--- src/logic/umc_defines.vh ---
`ifndef UMC_DEFINES_VH
`define UMC_DEFINES_VH
// register byte addresses
`define UMC_ADDR_MODEM_CTRL   12'h010
`define UMC_ADDR_IRQ_STATUS   12'h014
`define UMC_ADDR_IRQ_MASK     12'h018
`define UMC_ADDR_MODEM_STAT   12'h01c
`define UMC_ADDR_INT_ENABLE   12'h020
// modem control fields
`define UMC_MC_DTR            0
`define UMC_MC_RTS            1
`define UMC_MC_AUX_RING       2
`define UMC_MC_AUX_CARRIER    3
`define UMC_MC_LOOP           4
`define UMC_MC_INT_TYPE       5
`define UMC_MC_IR_EN          6
`define UMC_MC_CLK_SEL        7
`define UMC_MC_RESET          8'h00
`define UMC_MC_WMASK          8'h7f
// modem status byte: low nibble deltas, high nibble cts dsr ri cd
`define UMC_MS_CTS            4
`define UMC_MS_DSR            5
`define UMC_MS_RI             6
`define UMC_MS_CD             7
// interrupt status bits
`define UMC_IRQ_MODEM         0
`define UMC_IRQ_RX            1
`define UMC_IRQ_TX            2
`define UMC_IRQ_WIDTH         3
// interrupt enable fields
`define UMC_IE_RX             0
`define UMC_IE_TX             1
`define UMC_IE_MODEM          3
`define UMC_IE_RESET          8'h00
`endif

--- src/logic/umc_modem_ctrl.v ---
// Design decisions made here: the AHB-Lite register port and the placing of the registers.
`timescale 1ns/10ps
`include "umc_defines.vh"
// Behaviour
// - infrared select routes transmit and receive through the infrared codec while loopback is off
// - infrared transmit output idles low while infrared mode is off or loopback is on
// - on 16-style bus the interrupt-type bit picks push-pull or open-source
// - on 68-style bus the interrupt output is always open-drain
// - loopback detaches tx, rx and four modem inputs from pins
// - receiver and transmitter interrupts work unchanged in loopback
// - loopback modem interrupts come from control low bits, gated by enable
// - in loopback carrier-detect comes from control bit 3
// - in loopback ring-indicator comes from control bit 2
// - request-to-send pin is high when bit 1 is 0, low when 1
// - data-terminal-ready pin is high when bit 0 is 0, low when 1
// - loopback is off after reset
// - infrared select clear after reset gives the standard serial pins
module umc_modem_ctrl (
    input  wire        hclk,
    input  wire        hresetn,
    input  wire        hsel,
    input  wire [11:0] haddr,
    input  wire [1:0]  htrans,
    input  wire        hwrite,
    input  wire [2:0]  hsize,
    input  wire [31:0] hwdata,
    input  wire        hready,
    output wire        hreadyout,
    output wire        hresp,
    output reg  [31:0] hrdata,
    input  wire        bus16_sel,
    input  wire        tx_ser,
    input  wire        tx_ir_pulse,
    input  wire        rx_event,
    input  wire        tx_event,
    input  wire        rx_pin,
    input  wire        rx_ir,
    input  wire        cts_pin_n,
    input  wire        dsr_pin_n,
    input  wire        ri_pin_n,
    input  wire        cd_pin_n,
    output wire        tx_pin,
    output wire        tx_ir_pin,
    output wire        rx_core,
    output wire        rts_n,
    output wire        dtr_n,
    output wire        clk_div4,
    output wire        int_pin_o,
    output wire        int_pin_oe,
    output wire        irq
);
    reg  [7:0]  modem_control_reg;
    reg  [7:0]  interrupt_enable_reg;
    reg  [`UMC_IRQ_WIDTH-1:0] irq_status_r;
    reg  [`UMC_IRQ_WIDTH-1:0] irq_mask_r;
    reg  [3:0]  ms_prev_r;
    reg  [3:0]  ms_delta_r;
    reg         dph_wr_r;
    reg  [11:0] dph_addr_r;
    wire [4:0]  pins_s;
    wire        cts_core;
    wire        dsr_core;
    wire        ri_core;
    wire        cd_core;
    wire [3:0]  ms_now;
    wire [3:0]  ms_chg;
    wire        modem_evt;
    wire        uart_int;
    wire        aph_ok;
    wire        wr_mc;
    wire        wr_ie;
    wire        wr_st;
    wire        wr_mk;
    wire        rd_ms;
    wire [`UMC_IRQ_WIDTH-1:0] evt;
    wire [`UMC_IRQ_WIDTH-1:0] w1c;
    wire [7:0]  mc_nxt;
    wire [7:0]  ie_nxt;
    wire [`UMC_IRQ_WIDTH-1:0] mk_nxt;
    wire [`UMC_IRQ_WIDTH-1:0] st_nxt;

    // is the address decoded to one of our words
    function mapped;
        input [11:0] a;
        begin
            mapped = (a == `UMC_ADDR_MODEM_CTRL) || (a == `UMC_ADDR_IRQ_STATUS) ||
                     (a == `UMC_ADDR_IRQ_MASK)   || (a == `UMC_ADDR_MODEM_STAT) ||
                     (a == `UMC_ADDR_INT_ENABLE);
        end
    endfunction

    // pin inputs cross into hclk before use
    umc_sync2 #(
        .W (5)
    ) u_sync (
        .hclk    (hclk),
        .hresetn (hresetn),
        .d_in    ({rx_pin, cts_pin_n, dsr_pin_n, ri_pin_n, cd_pin_n}),
        .q_out   (pins_s)
    );

    // infrared receive is a codec output on hclk, needs no sync
    umc_pin_mux u_mux (
        .loop_en     (modem_control_reg[`UMC_MC_LOOP]),
        .ir_en       (modem_control_reg[`UMC_MC_IR_EN]),
        .tx_ser      (tx_ser),
        .tx_ir_pulse (tx_ir_pulse),
        .rx_pin_s    (pins_s[4]),
        .rx_ir_s     (rx_ir),
        .rts_n       (rts_n),
        .dtr_n       (dtr_n),
        .aux_ring    (modem_control_reg[`UMC_MC_AUX_RING]),
        .aux_carrier (modem_control_reg[`UMC_MC_AUX_CARRIER]),
        .cts_pin_n_s (pins_s[3]),
        .dsr_pin_n_s (pins_s[2]),
        .ri_pin_n_s  (pins_s[1]),
        .cd_pin_n_s  (pins_s[0]),
        .tx_pin      (tx_pin),
        .tx_ir_pin   (tx_ir_pin),
        .rx_core     (rx_core),
        .cts_core    (cts_core),
        .dsr_core    (dsr_core),
        .ri_core     (ri_core),
        .cd_core     (cd_core)
    );

    // handshake outputs straight from control bits, inverted onto low-true pins
    assign rts_n    = !modem_control_reg[`UMC_MC_RTS];
    assign dtr_n    = !modem_control_reg[`UMC_MC_DTR];
    assign clk_div4 = modem_control_reg[`UMC_MC_CLK_SEL];

    // bus: zero wait states, always okay
    assign hreadyout = 1'b1;
    assign hresp     = 1'b0;
    assign aph_ok    = hsel && hready && htrans[1];

    // capture the address phase for the following data phase
    always @(posedge hclk or negedge hresetn) begin
        if (!hresetn) begin
            dph_wr_r   <= 1'b0;
            dph_addr_r <= 12'h000;
        end else if (hready) begin
            dph_wr_r   <= aph_ok && hwrite;
            dph_addr_r <= haddr;
        end
    end

    assign wr_mc = dph_wr_r && (dph_addr_r == `UMC_ADDR_MODEM_CTRL);
    assign wr_ie = dph_wr_r && (dph_addr_r == `UMC_ADDR_INT_ENABLE);
    assign wr_st = dph_wr_r && (dph_addr_r == `UMC_ADDR_IRQ_STATUS);
    assign wr_mk = dph_wr_r && (dph_addr_r == `UMC_ADDR_IRQ_MASK);
    assign rd_ms = aph_ok && !hwrite && (haddr == `UMC_ADDR_MODEM_STAT);

    // next values; a read right behind a write sees the new word, not the stale one
    assign mc_nxt = wr_mc ? hwdata[7:0] : modem_control_reg;
    assign ie_nxt = wr_ie ? hwdata[7:0] : interrupt_enable_reg;
    assign mk_nxt = wr_mk ? hwdata[`UMC_IRQ_WIDTH-1:0] : irq_mask_r;

    // control and enable registers; loopback and infrared clear at reset
    always @(posedge hclk or negedge hresetn) begin
        if (!hresetn) begin
            modem_control_reg    <= `UMC_MC_RESET;
            interrupt_enable_reg <= `UMC_IE_RESET;
            irq_mask_r           <= {`UMC_IRQ_WIDTH{1'b0}};
        end else begin
            modem_control_reg    <= mc_nxt;
            interrupt_enable_reg <= ie_nxt;
            irq_mask_r           <= mk_nxt;
        end
    end

    // status inputs, from pins or from the control bits in loopback
    assign ms_now = {cd_core, ri_core, dsr_core, cts_core};
    // ring delta on trailing edge, others on any change
    assign ms_chg = {ms_now[3] ^ ms_prev_r[3], ms_prev_r[2] & !ms_now[2],
                     ms_now[1] ^ ms_prev_r[1], ms_now[0] ^ ms_prev_r[0]};

    // delta bits sticky until the status word is read; new change wins
    always @(posedge hclk or negedge hresetn) begin
        if (!hresetn) begin
            ms_prev_r  <= 4'h0;
            ms_delta_r <= 4'h0;
        end else begin
            ms_prev_r  <= ms_now;
            ms_delta_r <= (rd_ms ? 4'h0 : ms_delta_r) | ms_chg;
        end
    end

    // events gated by enable bits, identical in loopback
    assign modem_evt = |ms_chg && interrupt_enable_reg[`UMC_IE_MODEM];
    assign evt = {tx_event && interrupt_enable_reg[`UMC_IE_TX],
                  rx_event && interrupt_enable_reg[`UMC_IE_RX],
                  modem_evt};
    assign w1c = wr_st ? hwdata[`UMC_IRQ_WIDTH-1:0] : {`UMC_IRQ_WIDTH{1'b0}};

    // sticky status: write one clears, a same-cycle event wins
    assign st_nxt = (irq_status_r & ~w1c) | evt;
    always @(posedge hclk or negedge hresetn) begin
        if (!hresetn)
            irq_status_r <= {`UMC_IRQ_WIDTH{1'b0}};
        else
            irq_status_r <= st_nxt;
    end

    assign irq      = |(irq_status_r & irq_mask_r);
    assign uart_int = irq;

    // interrupt pin drive style: push-pull, open-source, or open-drain
    // open-source only ever drives high, so its level is fixed at one
    assign int_pin_o  = bus16_sel ? (modem_control_reg[`UMC_MC_INT_TYPE] | uart_int) : 1'b0;
    assign int_pin_oe = !bus16_sel ? uart_int :
                        (modem_control_reg[`UMC_MC_INT_TYPE] ? uart_int : 1'b1);

    // read data registered for the data phase
    always @(posedge hclk or negedge hresetn) begin
        if (!hresetn) begin
            hrdata <= 32'h0000_0000;
        end else if (aph_ok && !hwrite && mapped(haddr)) begin
            case (haddr)
                `UMC_ADDR_MODEM_CTRL: hrdata <= {24'h00_0000, mc_nxt};
                `UMC_ADDR_INT_ENABLE: hrdata <= {24'h00_0000, ie_nxt};
                `UMC_ADDR_IRQ_STATUS: hrdata <= {29'h0000_0000, st_nxt};
                `UMC_ADDR_IRQ_MASK:   hrdata <= {29'h0000_0000, mk_nxt};
                `UMC_ADDR_MODEM_STAT: hrdata <= {24'h00_0000, ms_now, ms_delta_r | ms_chg};
                default:              hrdata <= 32'h0000_0000;
            endcase
        end else if (aph_ok && !hwrite) begin
            hrdata <= 32'h0000_0000;
        end
    end
endmodule

--- src/logic/umc_sync2.v ---
`timescale 1ns/10ps
// two-flop synchroniser for a vector of pin inputs
module umc_sync2 #(
    parameter W = 5
) (
    input  wire         hclk,
    input  wire         hresetn,
    input  wire [W-1:0] d_in,
    output wire [W-1:0] q_out
);
    reg [W-1:0] meta_r;
    reg [W-1:0] sync_r;

    // first stage is read only by the second
    always @(posedge hclk or negedge hresetn) begin
        if (!hresetn) begin
            meta_r <= {W{1'b1}};
            sync_r <= {W{1'b1}};
        end else begin
            meta_r <= d_in;
            sync_r <= meta_r;
        end
    end
    assign q_out = sync_r;
endmodule

--- src/logic/umc_pin_mux.v ---
`timescale 1ns/10ps
// routes serial and modem lines between pins, infrared codec and loopback
module umc_pin_mux (
    input  wire loop_en,
    input  wire ir_en,
    input  wire tx_ser,
    input  wire tx_ir_pulse,
    input  wire rx_pin_s,
    input  wire rx_ir_s,
    input  wire rts_n,
    input  wire dtr_n,
    input  wire aux_ring,
    input  wire aux_carrier,
    input  wire cts_pin_n_s,
    input  wire dsr_pin_n_s,
    input  wire ri_pin_n_s,
    input  wire cd_pin_n_s,
    output wire tx_pin,
    output wire tx_ir_pin,
    output wire rx_core,
    output wire cts_core,
    output wire dsr_core,
    output wire ri_core,
    output wire cd_core
);
    // loopback parks tx pins idle: high for serial, low for infrared
    assign tx_pin    = (loop_en || ir_en) ? 1'b1 : tx_ser;
    assign tx_ir_pin = (ir_en && !loop_en) ? tx_ir_pulse : 1'b0;
    // receive path: loop takes the raw transmit stream
    assign rx_core = loop_en ? tx_ser : (ir_en ? rx_ir_s : rx_pin_s);
    // modem status as active-high, from pins or the control bits
    assign cts_core = loop_en ? !rts_n       : !cts_pin_n_s;
    assign dsr_core = loop_en ? !dtr_n       : !dsr_pin_n_s;
    assign ri_core  = loop_en ? aux_ring     : !ri_pin_n_s;
    assign cd_core  = loop_en ? aux_carrier  : !cd_pin_n_s;
endmodule

--- config.mk ---
export PLATFORM = sky130hd
export DESIGN_NAME = umc_modem_ctrl
export DESIGN_NICKNAME = d
export VERILOG_FILES = /design/src/logic/umc_modem_ctrl.v /design/src/logic/umc_sync2.v /design/src/logic/umc_pin_mux.v
export VERILOG_INCLUDE_DIRS = /design/src /design/src/logic
export SDC_FILE = /design/constraint.sdc
export NUM_CORES = 1
export LEC_CHECK = 0
export ABC_CLOCK_PERIOD_IN_PS = 2400
export BUFFER_PORTS_ARGS = -buffer_cell sky130_fd_sc_hd__buf_2
export CORE_UTILIZATION = 45
export DETAILED_ROUTE_END_ITERATION = 6
export PLACE_DENSITY = 0.82
export SYNTH_ARGS = -nofsm -noshare
export SYNTH_HDL_FRONTEND = slang
export SYNTH_SLANG_ARGS = --single-unit
--- constraint.sdc ---
create_clock -name hclk -period 2.4 [get_ports hclk]
set_clock_uncertainty 0.2 [all_clocks]
set_input_delay 0.24 -clock hclk [delete_from_list [all_inputs] [get_ports hclk]]
set_output_delay 0.24 -clock hclk [all_outputs]
set_load 0.02 [all_outputs]
== Yosys cells after proc, flatten, opt, wreduce, memory -nomap -nowiden ==
Index checks and enable logic that the tools add are counted.

* Flip-flop bits (word level): 85
* Bits in latches: 0
* Bits in writable memories: 0
* ROM bits: 0
* Bits of input ports: 65
* Logic and storage cells: 81
* Memories kept: 0

* $add $sub $neg: 0
* Multipliers: 0
* Divide/modulo/power cells: 0
* Order comparisons: 0
* Equality and inequality tests: 9
* Shift-type cells: 0
* Mux-type cells: 19
* Bitwise operators: 11
* Reduce and logical (&&, ||, !) cells: 31

{| class="wikitable"
|+ Operators with widths
! cell !! count
|-
| $eq A12 B5 Y1 const B || 7
|-
| $mux W32 || 2
|-
| $pmux W8 S5 || 1
|-
| $eq A12 B6 Y1 const B || 2
|-
| $mux W8 || 2
|-
| $logic_and A1 B1 Y1 || 14
|-
| $mux W1 || 11
|-
| $logic_not A1 Y1 || 9
|-
| $or A4 B4 Y4 || 2
|-
| $and A3 B3 Y3 || 2
|-
| $mux W3 || 2
|-
| $logic_or A1 B1 Y1 || 5
|-
| $mux W4 || 1
|-
| $reduce_or A4 Y1 || 1
|-
| $not A3 Y3 || 1
|-
| $or A3 B3 Y3 || 1
|-
| $reduce_or A3 Y1 || 1
|-
| $xor A1 B1 Y1 || 3
|-
| $reduce_bool A2 Y1 || 1
|-
| $and A1 B1 Y1 || 1
|-
| $or A1 B1 Y1 || 1
|}

== Logic depth before layout (Yosys ltp) ==
Gate-level depths: netlist of the first run.

* Depth in word-level cells: 9
* Gate-level depth with buffers: 7
* Depth with buffers taken out: 6

== Modules after synthesis ==
Synthesis of the first run repeated with hierarchy kept, for this count alone.

* Cell total of the unflattened synthesis: 237
* Area, all modules: 2897.8 sq um

{| class="wikitable"
|+ By module, submodules not included
! module !! times used !! cells an instance !! area each (sq um) !! seq. area each (sq um)
|-
| umc_modem_ctrl || 1 || 214 || 2553.7 || 1276.2
|-
| umc_sync2 || 1 || 10 || 262.8 || 262.8
|-
| umc_pin_mux || 1 || 13 || 81.3 || 0.0
|}

== Worst setup path before layout of the first run ==
OpenSTA, ideal clock, no wires.

* Kind: reg-to-reg
* Start: reg dph_addr_r[1]
* End: reg hrdata[1]
* Arrival time: 2.041 ns
* Data required time: 2.076 ns
* Slack: 0.035 ns
* Stages on the path, launching flop included: 7
* Clock period less this slack: 2.365 ns
* Cells stage by stage: dfrtp_1 -> nor4_4 -> nand4_2 -> nor2_2 -> mux2_2 -> a22o_1 -> a211o_1

* Elaborated cells between the ends (all ways): 17

{| class="wikitable"
|+ RTL lines
! item !! line !! source
|-
| start, declared || umc_modem_ctrl.v:59 || <nowiki>reg [11:0] dph_addr_r;</nowiki>
|-
| start signal, assigned || umc_modem_ctrl.v:144 || <nowiki>dph_addr_r <= haddr;</nowiki>
|-
| $eq A12 B5 Y1 (no source line) || n/a ||
|-
| $logic_and A1 B1 Y1 || umc_modem_ctrl.v:148 || <nowiki>assign wr_mc = dph_wr_r && (dph_addr_r == `UMC_ADDR_MODEM_CTRL);</nowiki>
|-
| $mux W8 || umc_modem_ctrl.v:155 || <nowiki>assign mc_nxt = wr_mc ? hwdata[7:0] : modem_control_reg;</nowiki>
|-
| via mc_nxt[1] || umc_modem_ctrl.v:77 || <nowiki>wire [7:0] mc_nxt;</nowiki>
|-
| $pmux W8 S5 || umc_modem_ctrl.v:219 || <nowiki>case (haddr)</nowiki>
|-
| $mux W32 || umc_modem_ctrl.v:218 || <nowiki>end else if (aph_ok && !hwrite && mapped(haddr)) begin</nowiki>
|-
| end signal, assigned || umc_modem_ctrl.v:220 || <nowiki>`UMC_ADDR_MODEM_CTRL: hrdata <= {24'h00_0000, mc_nxt};</nowiki>
|-
| end signal, assigned || umc_modem_ctrl.v:221 || <nowiki>`UMC_ADDR_INT_ENABLE: hrdata <= {24'h00_0000, ie_nxt};</nowiki>
|-
| end signal, assigned || umc_modem_ctrl.v:222 || <nowiki>`UMC_ADDR_IRQ_STATUS: hrdata <= {29'h0000_0000, st_nxt};</nowiki>
|-
| end, declared || umc_modem_ctrl.v:30 || <nowiki>output reg [31:0] hrdata,</nowiki>
|}

The timed path passes the listed nets, and every way through them passes these cells.
A chain may end at the register's enable or synchronous reset.

== Final worst setup path of the first run ==
* Start: reg dph_addr_r[10]
* End: reg hrdata[0]

Same word-level chain as after synthesis.

==> key figures, run 1 <==
Synth
  – Number of flops mapped to enable cells by yosys: 0
  – Synthesized cell area: 0.00298 mm^2
  – Avg Synthesized Cell Area: 11.6 um^2
  – Ys flop type: dfrtp_1
  – Synth top area cells: dfrtp_1 43%, mux2_2 9.5%, dfstp_2 8.8%
  – Synth area leader: dfrtp_1
  – YS warnings: 0
  – Post-synthesis sequential area ratio: 51.7%
  – Unique cell type count in the Yosys netlist: 56
  – Post-Syn Instances: 256
  – Async SR Flop Fraction: 100%
  – Synth Register Bits: 61
  – Top-area cell type share of the netlist area: 42.9%

Layout
  – Most frequent cells in the layout: 53 x buf_2, 50 x dfrtp_1, 26 x conb_1, 26 x dlygate4sd3_1, 25 x mux2_2
  – Max FFs per register: 12
  – Final instance area: 0.00388 mm^2
  – Util after Layout: 61.1%
  – Commonest non-fill, non-tap cell in the layout: buf_2
  – Antenna cell count: 0
  – Layout cells sized above 1: 38.2%
  – Reg with most FFs: dph_addr_r
  – Area Overhead vs Synth: 30.5%
  – Nets: 421

Placed design
  – Placed Instance Area: 0.00332 mm^2
  – Final GP Congestion: 0.776
  – Post-DP HPWL: 4.66 mm
  – Port Buf Inserts: 53

Clock network
  – Root buf cell: clkbuf_8
  – Htree depth: 3
  – CTS max path bufs: 2
  – CTS buffer count: 9
  – CTS tree: done
  – Clock-pin slew on the worst setup and hold paths: 0.07 ns
  – Worst skew pair latency: 0.35 ns
  – # clock sinks: 61

Floorplan
  – Initial Util: 46.9%
  – Boundary Pins: 108
  – Die Height: 83.3 um
  – Die Wd: 83.3 um
  – # rows: 29
  – Core area: 0.00635 mm^2
  – Die area: 0.00694 mm^2

Worst hold path
  – WHS Endpoint: irq_status_r[1]
  – Path type of the worst min-delay path: in2reg
  – Min-delay src: rx_event
  – Hold Crit Depth: 3

Power
  – Internal power: 1.83 mW
  – Peak supply drop: 544 uV
  – PwrDens: 620 mW/mm^2
  – Leakage power: 1.84 nW
  – Switch share: 23.9%
  – Switching power: 0.576 mW
  – Total chip power: 2.41 mW
  – Gate power share: 10.4%
  – Flop pwr share: 46.0%
  – Clock Power Share: 43.6%

STA
  – Final number of setup-violating endpoints: 0
  – Final Hold Vio Count: 0
  – Measured slew at the worst slew-check pin: 0.610 ns
  – RSZ-0062 raised after global routing: yes
  – F_max: 430 MHz
  – Relative slew slack: 59.3%
  – Tcrit/Tclk final: 97.0%
  – Final Max Slew Viols: 0
  – Setup_tns: 0 ns
  – Final hold slack: 0.0158 ns
  – Fin crit period: 2.33 ns

Flow run
  – MaxCap Viol Count: 0

Worst setup path
  – CP Capture Type: register
  – Worst R2R End: hrdata[0]
  – Worst endpoint data arrival time: 2.34 ns
  – CP delay by family, top: simple AND/OR/NAND/NOR gates
  – Reg2reg start: dph_addr_r[10]
  – Setup CP Type: reg2reg
  – Worst-path fanout max: 4
  – Buf/Inv on CP: 0
  – Slowest CP cell: nor2b_1
  – CP Cell Sequence: nor2b_1 -> nand4_4 -> nor2_4 -> mux2_2 -> a221oi_1 -> o221ai_1
  – Worst EP required: 2.41 ns
  – Worst setup SP type: register
  – Depth of the most critical reg-to-reg path: 6
  – Reg-to-reg slack, setup: 0.07 ns
  – Critical Path Max Stage Delay: 0.39 ns

Routing
  – ANT nets after route: 0
  – Routed WL per cell: 14.8 um
  – Routed vias/inst: 5.05
  – WL met1: 2.62 mm
  – DRT iter0 DRCs: 58
  – Top Layer Used: met4
  – Met2 wire len: 3.42 mm
  – Vias: 2211
  – Pre-antenna DRT Iters: 4
  – Drt total wl: 6.47 mm
  – Residual DRC count: 0
  – Routed met3 length: 385 um

GRT
  – Global router's overall resource usage: 20.3%
  – Antenna violations before repair: 0
  – Largest net degree at the start of global routing: 37
  – Total congestion overflow: 0
  – Vias in the first global route: 2284
  – First-pass GRT wire length: 10.7 mm

Outcome
  – Status: completed
[layout make-up]
type                            instances  area [um^2]
Timing Repair Buffer                   96          666
Fill cell                             522         2470
Inverter                               19         71.3
Clock inverter                          5         81.3
Sequential cell                        61         1540
Tap cell                               77         96.3
Clock buffer                           11          151
Multi-Input combinational cell        169         1280
[cell usage after synthesis (3+ instances only)]
cell	instances
a22o_1	3
nand2_1	18
a21bo_2	3
nor2b_1	3
mux2i_1	8
nor2_1	5
mux2_2	25
o22ai_1	4
dfrtp_1	51
inv_1	19
nand3_1	5
dfstp_2	10
o2bb2ai_1	3
a21o_1	4
o21ai_0	5
buf_4	26
nand2b_1	5
a22oi_1	6
[stage by stage]
stage                     worst slack (ns)  instances
after global placement              0.0643        394
final                               0.0732        438
after CTS                           0.0113        436
after floorplan                     0.0348        280
after detailed placement          0.000597        394
after global routing               -0.0565        438
[per-layer routing]
metal,GRT usage [%],up-vias
met5,0,-
met4,6.58,0
met3,7.46,6
met2,35.2,80
met1,23.1,1070
li1,-,1055
[cells by family after synthesis]
kind of cell,synth area share [%]
buffers and inverters,10.1
XOR/XNOR,0.883
other,0.252
AND/OR/NAND/NOR,14.0
flip-flops,51.7
multiplexers,12.7
AO/OA/AOI/OAI,10.3
[worst max path at each step]
stage	depth (start not counted)	slack, ns	endpoint	from
2_1_floorplan	6	0.03	hrdata[1]	dph_addr_r[1]
3_3_place_gp	6	0.06	hrdata[0]	dph_addr_r[7]
3_5_place_dp	6	0.0006	hrdata[0]	dph_addr_r[7]
4_1_cts	7	0.01	ms_delta_r[0]	haddr[11]
5_1_grt	6	-0.06	hrdata[0]	dph_addr_r[10]
6_report	6	0.07	hrdata[0]	dph_addr_r[10]
[timing repair]
| item | CTS | global route |
|---|---|---|
| endpoints found under the setup margin | 1 | 12 |
| endpoints found under the hold margin | 55 | 0 |
| pin swaps | 0 | 5 |
| hold buffers | 26 | 0 |
| gates resized for setup | 1 | 9 |
| buffers inserted | 0 | 2 |
[worst reg2reg max path, cell delays in order, from the launching register on]
cell and delay (ns):
dfrtp_1 0.38, nor2b_1 0.39, nand4_4 0.19, nor2_4 0.18, mux2_2 0.37, a221oi_1 0.31
o221ai_1 0.18
[power by group through the flow]
stage	Sequential, mW	Combinational (mW)	Clock (mW)
after detailed placement	1.12	0.211	0
final	1.11	0.250	1.05
after global placement	1.12	0.206	0
after CTS	1.11	0.244	1.07
after floorplan	1.12	0.156	0
after global routing	1.11	0.273	1.13
No activity file was read; power rests on OpenSTA's default activity.
==> run 2, diff against run 1 <==
- ABC_AREA: not set -> 1
- CORE_UTILIZATION: 45 -> 46
==> run 2 against run 1 <==
Critical path depth rose by 7; synthesized area is 7.1% higher; final cell count up 29%; flip-flop and latch count unchanged; largest cell class unchanged; highest routed layer unchanged; largest power group unchanged; critical path type is now in2reg; final area up 0.39%; first-iteration DRC count increased to 3.7 times the previous value; hold slack better by 0.084 ns.
==> key figures, run 2 <==
Routing
  – Residual DRC count: 0 (unchanged)
  – Vias: 2751 (was 2211)
  – Drt total wl: 7.00 mm (was 6.47 mm)
  – Pre-antenna DRT Iters: 4 (unchanged)
  – ANT nets after route: 0 (unchanged)
  – Routed WL per cell: 12.4 um (was 14.8 um)
  – Routed vias/inst: 4.88 (was 5.05)
  – DRT iter0 DRCs: 213 (was 58)

Power
  – PwrDens: 570 mW/mm^2 (was 620 mW/mm^2)
  – Clock Power Share: 41.6% (was 43.6%)
  – Flop pwr share: 48.9% (was 46.0%)
  – Gate power share: 9.6% (was 10.4%)
  – Peak supply drop: 381 uV (was 544 uV)
  – Switching power: 0.537 mW (was 0.576 mW)
  – Leakage power: 2.05 nW (was 1.84 nW)
  – Switch share: 24.2% (was 23.9%)
  – Internal power: 1.69 mW (was 1.83 mW)

GRT
  – Total congestion overflow: 0 (unchanged)
  – Antenna violations before repair: 0 (unchanged)
  – Vias in the first global route: 2600 (was 2284)
  – Largest net degree at the start of global routing: 35 (was 37)
  – First-pass GRT wire length: 12.0 mm (was 10.7 mm)
  – Global router's overall resource usage: 21.4% (was 20.3%)

Clock network
  – Clock-pin slew on the worst setup and hold paths: 0.07 ns (about the same)
  – Post-CTS Setup Bufs: 0 (unchanged)
  – # clock sinks: 61 (unchanged)
  – CTS max path bufs: 2 (unchanged)
  – Htree depth: 3 (unchanged)
  – CTS buffer count: 9 (unchanged)
  – Worst skew pair latency: 0.34 ns (was 0.35 ns)
  – CTS tree: done (unchanged)
  – CTS resizes: 0 (was 1)
  – Root buf cell: clkbuf_8 (unchanged)
  – Hold_buf cts: 27 (was 26)

STA
  – Final number of setup-violating endpoints: 0 (unchanged)
  – Final Hold Vio Count: 0 (unchanged)
  – Measured slew at the worst slew-check pin: 0.628 ns (was 0.610 ns)
  – Final hold slack: 0.100 ns (was 0.0158 ns)
  – Final Max Slew Viols: 0 (unchanged)
  – Setup_tns: 0 ns (unchanged)
  – Fin crit period: 2.11 ns (was 2.33 ns)
  – F_max: 474 MHz (was 430 MHz)
  – Relative slew slack: 58.2% (was 59.3%)
  – RSZ-0062 raised after global routing: no (was yes)
  – Tcrit/Tclk final: 87.9% (was 97.0%)

Worst setup path
  – CP dominant cell by count: nand2_1
  – Worst-path fanout max: 9 (was 4)
  – Critical Path Max Stage Delay: 0.54 ns (was 0.39 ns)
  – Slowest CP cell: dlygate4sd3_1 (was nor2b_1)
  – Buf/Inv on CP: 3 (was 0)
  – CP Capture Type: register (unchanged)
  – Worst setup SP type: primary input (was register)
  – Setup CP Type: in2reg (was reg2reg)
  – CP Cell Sequence: dlygate4sd3_1 -> buf_2 -> inv_1 -> nand2_1 -> nor2_1 -> nand2_1 -> nor2_2 -> nand3_1 -> nand2_1 -> nor2_1 -> nand2_1 -> nand2_1 -> nand2_1 (was nor2b_1 -> nand4_4 -> nor2_4 -> mux2_2 -> a221oi_1 -> o221ai_1)
  – Worst endpoint data arrival time: 2.19 ns (was 2.34 ns)
  – CP delay by family, top: simple AND/OR/NAND/NOR gates (unchanged)
  – Worst EP required: 2.48 ns (was 2.41 ns)

Floorplan
  – Initial Util: 48.8% (was 46.9%)
  – Core area: 0.00653 mm^2 (was 0.00635 mm^2)
  – Die Height: 85.3 um (was 83.3 um)
  – Die Wd: 85.3 um (was 83.3 um)
  – Die area: 0.00727 mm^2 (was 0.00694 mm^2)
  – Boundary Pins: 108 (unchanged)
  – # rows: 29 (unchanged)

Synth
  – Number of flops mapped to enable cells by yosys: 0 (unchanged)
  – YS warnings: 0 (unchanged)
  – Most frequent cell after synthesis: nand2_1 (was dfrtp_1)
  – Synthesized cell area: 0.00319 mm^2 (was 0.00298 mm^2)
  – Ys flop type: dfrtp_1 (unchanged)
  – Post-Syn Instances: 397 (was 256)
  – Synth area leader: dfrtp_1 (unchanged)
  – Avg Synthesized Cell Area: 8.03 um^2 (was 11.6 um^2)
  – Synth top area cells: dfrtp_1 40%, nand2_1 13%, dfstp_2 8.2% (was dfrtp_1 43%, mux2_2 9.5%, dfstp_2 8.8%)
  – Post-synthesis sequential area ratio: 48.3% (was 51.7%)
  – Top-area cell type share of the netlist area: 40.0% (was 42.9%)
  – Unique cell type count in the Yosys netlist: 31 (was 56)
  – Most common library cells after synthesis: 111 x nand2_1, 51 x dfrtp_1, 46 x inv_1, 41 x nand3_1, 33 x nor2_1 (was 51 x dfrtp_1, 26 x buf_4, 25 x mux2_2, 19 x inv_1, 18 x nand2_1)
  – Synth Register Bits: 61 (unchanged)
  – Async SR Flop Fraction: 100% (unchanged)

Layout
  – Nets: 547 (was 421)
  – Util after Layout: 59.7% (was 61.1%)
  – Layout cells sized above 1: 22.4% (was 38.2%)
  – Max FFs per register: 12 (unchanged)
  – Reg with most FFs: dph_addr_r (unchanged)
  – Area Overhead vs Synth: 22.3% (was 30.5%)
  – Most frequent cells in the layout: 111 x nand2_1, 53 x buf_2, 51 x dfrtp_1 (was 53 x buf_2, 50 x dfrtp_1, 26 x conb_1, 26 x dlygate4sd3_1, 25 x mux2_2)
  – Final instance area: 0.00390 mm^2 (was 0.00388 mm^2)
  – Antenna cell count: 0 (unchanged)
  – Commonest non-fill, non-tap cell in the layout: nand2_1 (was buf_2)

Placed design
  – Final GP Congestion: 0.904 (was 0.776)
  – Post-DP HPWL: 5.01 mm (was 4.66 mm)
  – Placed Instance Area: 0.00342 mm^2 (was 0.00332 mm^2)
  – Port Buf Inserts: 53 (unchanged)

Worst hold path
  – Path type of the worst min-delay path: in2reg (unchanged)

Flow run
  – MaxCap Viol Count: 0 (unchanged)

Outcome
  – Status: completed (unchanged)
## run 2: cell count changes after synthesis, moves of 8 or more
cell | before | now
inv_1 | 19 | 46
nand2_1 | 18 | 111
nand3_1 | 5 | 41
nor2_4 | 0 | 8
o21ai_0 | 5 | 13
mux2i_1 | 8 | 0
nor2_1 | 5 | 33
mux2_2 | 25 | 0
## run 2: power by group through the flow
stage                     combinational, mW  sequential [mW]  clock [mW]
after global placement                0.172             1.10           0
after detailed placement              0.178             1.10           0
after CTS                             0.212             1.09       0.937
after floorplan                       0.139             1.10           0
after global routing                  0.238             1.09       0.976
final                                 0.212             1.09       0.924
## run 2: path summary, 6_finish.rpt
kind / from / endpoint / slack [ns] / cells past startpoint
max: haddr[3] / hrdata[1] / 0.29 / 13
min: hwdata[0] / interrupt_enable_reg[0] / 0.10 / 4
max reg2reg: dph_addr_r[11] / hrdata[5] / 0.43 / 10
min reg2reg: u_sync.meta_r[2] / u_sync.q_out[2] / 0.15 / 0
max in group asynchronous: hresetn / u_sync.q_out[3] / 1.08 / 3
min in group asynchronous: hresetn / dph_addr_r[10] / 0.25 / 2
## run 2: through the flow
step	total power, mW	worst slack, ns	std cells
final	2.22	0.290	564
after global routing	2.30	0.148	564
after CTS	2.24	0.334	564
after detailed placement	1.28	0.474	521
after global placement	1.28	0.484	521
after floorplan	1.24	0.819	421
## run 2: cell families after synthesis
group,share of synthesized area [%]
buf+inv,13.8
simple gates,31.8
other cells,0.236
flops,48.3
compound gates,5.89
## run 2: layout make-up
cell class | count | area, um^2
Fill cell | 560 | 2630
Sequential cell | 61 | 1540
Multi-Input combinational cell | 277 | 1300
Timing Repair Buffer | 82 | 563
Inverter | 51 | 195
Clock buffer | 13 | 159
Tap cell | 77 | 96.3
Clock inverter | 3 | 45.0
## run 2: worst min-delay path, delay by kind of cell
family / cells / cell delay, ns
buffers and inverters: 2 / 0.13
and+or+nand+nor: 2 / 0.22
## run 2: per-layer routing
layer / global-route usage, % / part of all wire, % / vias to the layer above / wire length (um)
met5: 0 / 0 / - / 0
met4: 7.88 / 1.8 / 0 / 129
met3: 3.79 / 5.6 / 10 / 389
met2: 36.1 / 48 / 94 / 3390
met1: 27.7 / 44 / 1298 / 3090
li1: - / - / 1349 / -
==> run 3, diff against run 2 <==
- CORE_UTILIZATION: 46 -> 45
- PLACE_DENSITY: 0.82 -> 0.81
==> run 3 against run 2 <==
Sequential power about the same; final cell count up 3.5%; setup slack lost 0.036 ns; routed wire length up 1.4%; flip-flop and latch count did not move; clock power rose by 9%; total power is 3.8% higher; hold slack improved by 0.0025 ns; critical path type unchanged.
==> key figures, run 3 (synthesized netlist as in run 2, its figures left out) <==
Routing
  – Routed WL per cell: 12.1 um (was 12.4 um)
  – Pre-antenna DRT Iters: 4 (unchanged)
  – Routed vias/inst: 4.55 (was 4.88)
  – Drt total wl: 7.10 mm (was 7.00 mm)
  – DRT iter0 DRCs: 140 (was 213)
  – Residual DRC count: 0 (unchanged)
  – Vias: 2658 (was 2751)
  – ANT nets after route: 0 (unchanged)

Floorplan
  – # rows: 30 (was 29)
  – Die area: 0.00743 mm^2 (was 0.00727 mm^2)
  – Die Wd: 86.2 um (was 85.3 um)
  – Initial Util: 46.7% (was 48.8%)
  – Core area: 0.00683 mm^2 (was 0.00653 mm^2)
  – Boundary Pins: 108 (unchanged)
  – Die Height: 86.2 um (was 85.3 um)

GRT
  – Total congestion overflow: 0 (unchanged)
  – Largest net degree at the start of global routing: 28 (was 35)
  – Vias in the first global route: 2611 (was 2600)
  – Global router's overall resource usage: 21.3% (was 21.4%)
  – Antenna violations before repair: 0 (unchanged)
  – First-pass GRT wire length: 11.9 mm (was 12.0 mm)

Worst setup path
  – Buf/Inv on CP: 3 (unchanged)
  – Reg2reg start: dph_addr_r[11] (unchanged)
  – CP dominant cell by count: nand2_1 (unchanged)
  – Worst R2R End: hrdata[4] (was hrdata[5])
  – Reg-to-reg slack, setup: 0.43 ns (about the same)
  – CP Capture Type: register (unchanged)
  – CP delay by family, top: simple AND/OR/NAND/NOR gates (unchanged)
  – Worst EP required: 2.48 ns (about the same)
  – Worst-path fanout max: 9 (unchanged)
  – Worst endpoint data arrival time: 2.23 ns (was 2.19 ns)
  – Critical Path Max Stage Delay: 0.54 ns (about the same)
  – Setup CP Type: in2reg (unchanged)
  – Slowest CP cell: dlygate4sd3_1 (unchanged)
  – CP Cell Sequence: dlygate4sd3_1 -> buf_2 -> inv_1 -> nand2_1 -> nor2_1 -> nand2_1 -> nor2_2 -> nand3_1 -> nand2_1 -> nor2_1 -> nand2_1 -> nand2_1 -> nand2_1 (unchanged)
  – Worst setup SP type: primary input (unchanged)
  – Depth of the most critical reg-to-reg path: 10 (unchanged)

Placed design
  – Dpl cells: 541 (was 521)
  – Port Buf Inserts: 53 (unchanged)
  – Final GP Congestion: 0.820 (was 0.904)
  – Post-DP HPWL: 4.91 mm (was 5.01 mm)
  – Pre-CTS WS: 0.454 ns (was 0.474 ns)

STA
  – Fin crit period: 2.15 ns (was 2.11 ns)
  – Final Max Slew Viols: 0 (unchanged)
  – F_max: 466 MHz (was 474 MHz)
  – Tcrit/Tclk final: 89.4% (was 87.9%)
  – Worst setup margin: 0.254 ns (was 0.290 ns)
  – RSZ-0062 raised after global routing: no (unchanged)
  – Measured slew at the worst slew-check pin: 0.509 ns (was 0.628 ns)
  – Final Hold Vio Count: 0 (unchanged)
  – Relative slew slack: 66.1% (was 58.2%)
  – Final number of setup-violating endpoints: 0 (unchanged)
  – Setup_tns: 0 ns (unchanged)

Clock network
  – CTS tree: done (unchanged)
  – Worst skew pair latency: 0.34 ns (about the same)
  – CTS max path bufs: 2 (unchanged)
  – Htree depth: 3 (unchanged)
  – Root buf cell: clkbuf_8 (unchanged)
  – Hold_buf cts: 27 (unchanged)
  – CTS buffer count: 9 (unchanged)
  – Clock-pin slew on the worst setup and hold paths: 0.07 ns (about the same)
  – CTS resizes: 0 (unchanged)
  – # clock sinks: 61 (unchanged)
  – Post-CTS Setup Bufs: 0 (unchanged)

Power
  – Gate power share: 9.1% (was 9.6%)
  – Switch share: 24.8% (was 24.2%)
  – Total chip power: 2.31 mW (was 2.22 mW)
  – Flop pwr share: 47.1% (was 48.9%)
  – Peak supply drop: 500 uV (was 381 uV)
  – Clock Power Share: 43.8% (was 41.6%)
  – PwrDens: 586 mW/mm^2 (was 570 mW/mm^2)
  – Leakage power: 2.07 nW (was 2.05 nW)
  – Internal power: 1.74 mW (was 1.69 mW)
  – Switching power: 0.571 mW (was 0.537 mW)

Worst hold path
  – WHS Endpoint: irq_mask_r[0] (was interrupt_enable_reg[0])
  – Path type of the worst min-delay path: in2reg (unchanged)
  – Hold Crit Depth: 4 (unchanged)
  – Min-delay src: hwdata[0] (unchanged)

Layout
  – Fin cells: 584 (was 564)
  – Most frequent cells in the layout: 111 x nand2_1, 53 x buf_2, 51 x dfrtp_1 (unchanged)
  – Max FFs per register: 12 (unchanged)
  – Reg with most FFs: dph_addr_r (unchanged)
  – Antenna cell count: 0 (unchanged)
  – Nets: 548 (was 547)
  – Layout cells sized above 1: 23.0% (was 22.4%)
  – Commonest non-fill, non-tap cell in the layout: nand2_1 (unchanged)
  – Area Overhead vs Synth: 23.4% (was 22.3%)

Outcome
  – Status: completed (unchanged)

Flow run
  – MaxCap Viol Count: 0 (unchanged)
-- run 3: cell count changes in the layout (fill, tap and decap cells not counted), sizes merged --
cell,before,now
clkinvlp,2,1
bufinv,1,2
buf,55,56
inv,49,50
clkbuf,13,9
clkinv,2,5
-- run 3: how the worst max path moves through the flow --
stage	start	to	slack (ns)	cells past startpoint
global route	haddr[0]	hrdata[1]	0.14	13
global placement	dph_addr_r[11]	hrdata[5]	0.49	10
detailed placement	dph_addr_r[11]	hrdata[5]	0.45	10
finish	haddr[0]	hrdata[2]	0.25	13
CTS	haddr[0]	hrdata[2]	0.32	13
floorplan	dph_addr_r[11]	hrdata[0]	0.82	11
-- run 3: routing by layer --
layer / routed length (um) / up-vias / share of wire [%] / track usage [%]
met3: 345 / 6 / 4.9 / 5.90
met5: 0 / - / 0 / 0
met4: 80 / 0 / 1.1 / 5.45
met2: 3580 / 83 / 50 / 36.2
met1: 3090 / 1223 / 44 / 26.8
li1: - / 1346 / - / -
-- run 3: final cells by class --
type | count | area, um^2
Clock inverter | 7 | 98.8
Multi-Input combinational cell | 277 | 1300
Fill cell | 615 | 2900
Sequential cell | 61 | 1540
Timing Repair Buffer | 83 | 558
Inverter | 51 | 195
Clock buffer | 9 | 124
Tap cell | 96 | 120
-- run 3: power by group through the flow --
stage	logic [mW]	registers [mW]	clock network, mW
finish	0.210	1.09	1.01
global route	0.236	1.09	1.08
CTS	0.210	1.09	1.03
detailed placement	0.177	1.11	0
global placement	0.170	1.10	0
floorplan	0.139	1.10	0
-- run 3: tightest hold or removal path, cell delays in order --
cell and delay [ns]:
buf_2 0.07, inv_1 0.07, nand3_1 0.10, and2_1 0.12
-- run 3: metrics by stage --
stage	util, %	hold WS, ns	area [um^2]
floorplan	-	-0.256	3280
global placement	50.4	-0.0279	3440
detailed placement	50.4	-0.0223	3440
CTS	57.6	0.0960	3940
global route	57.6	0.117	3940
finish	57.6	0.103	3940
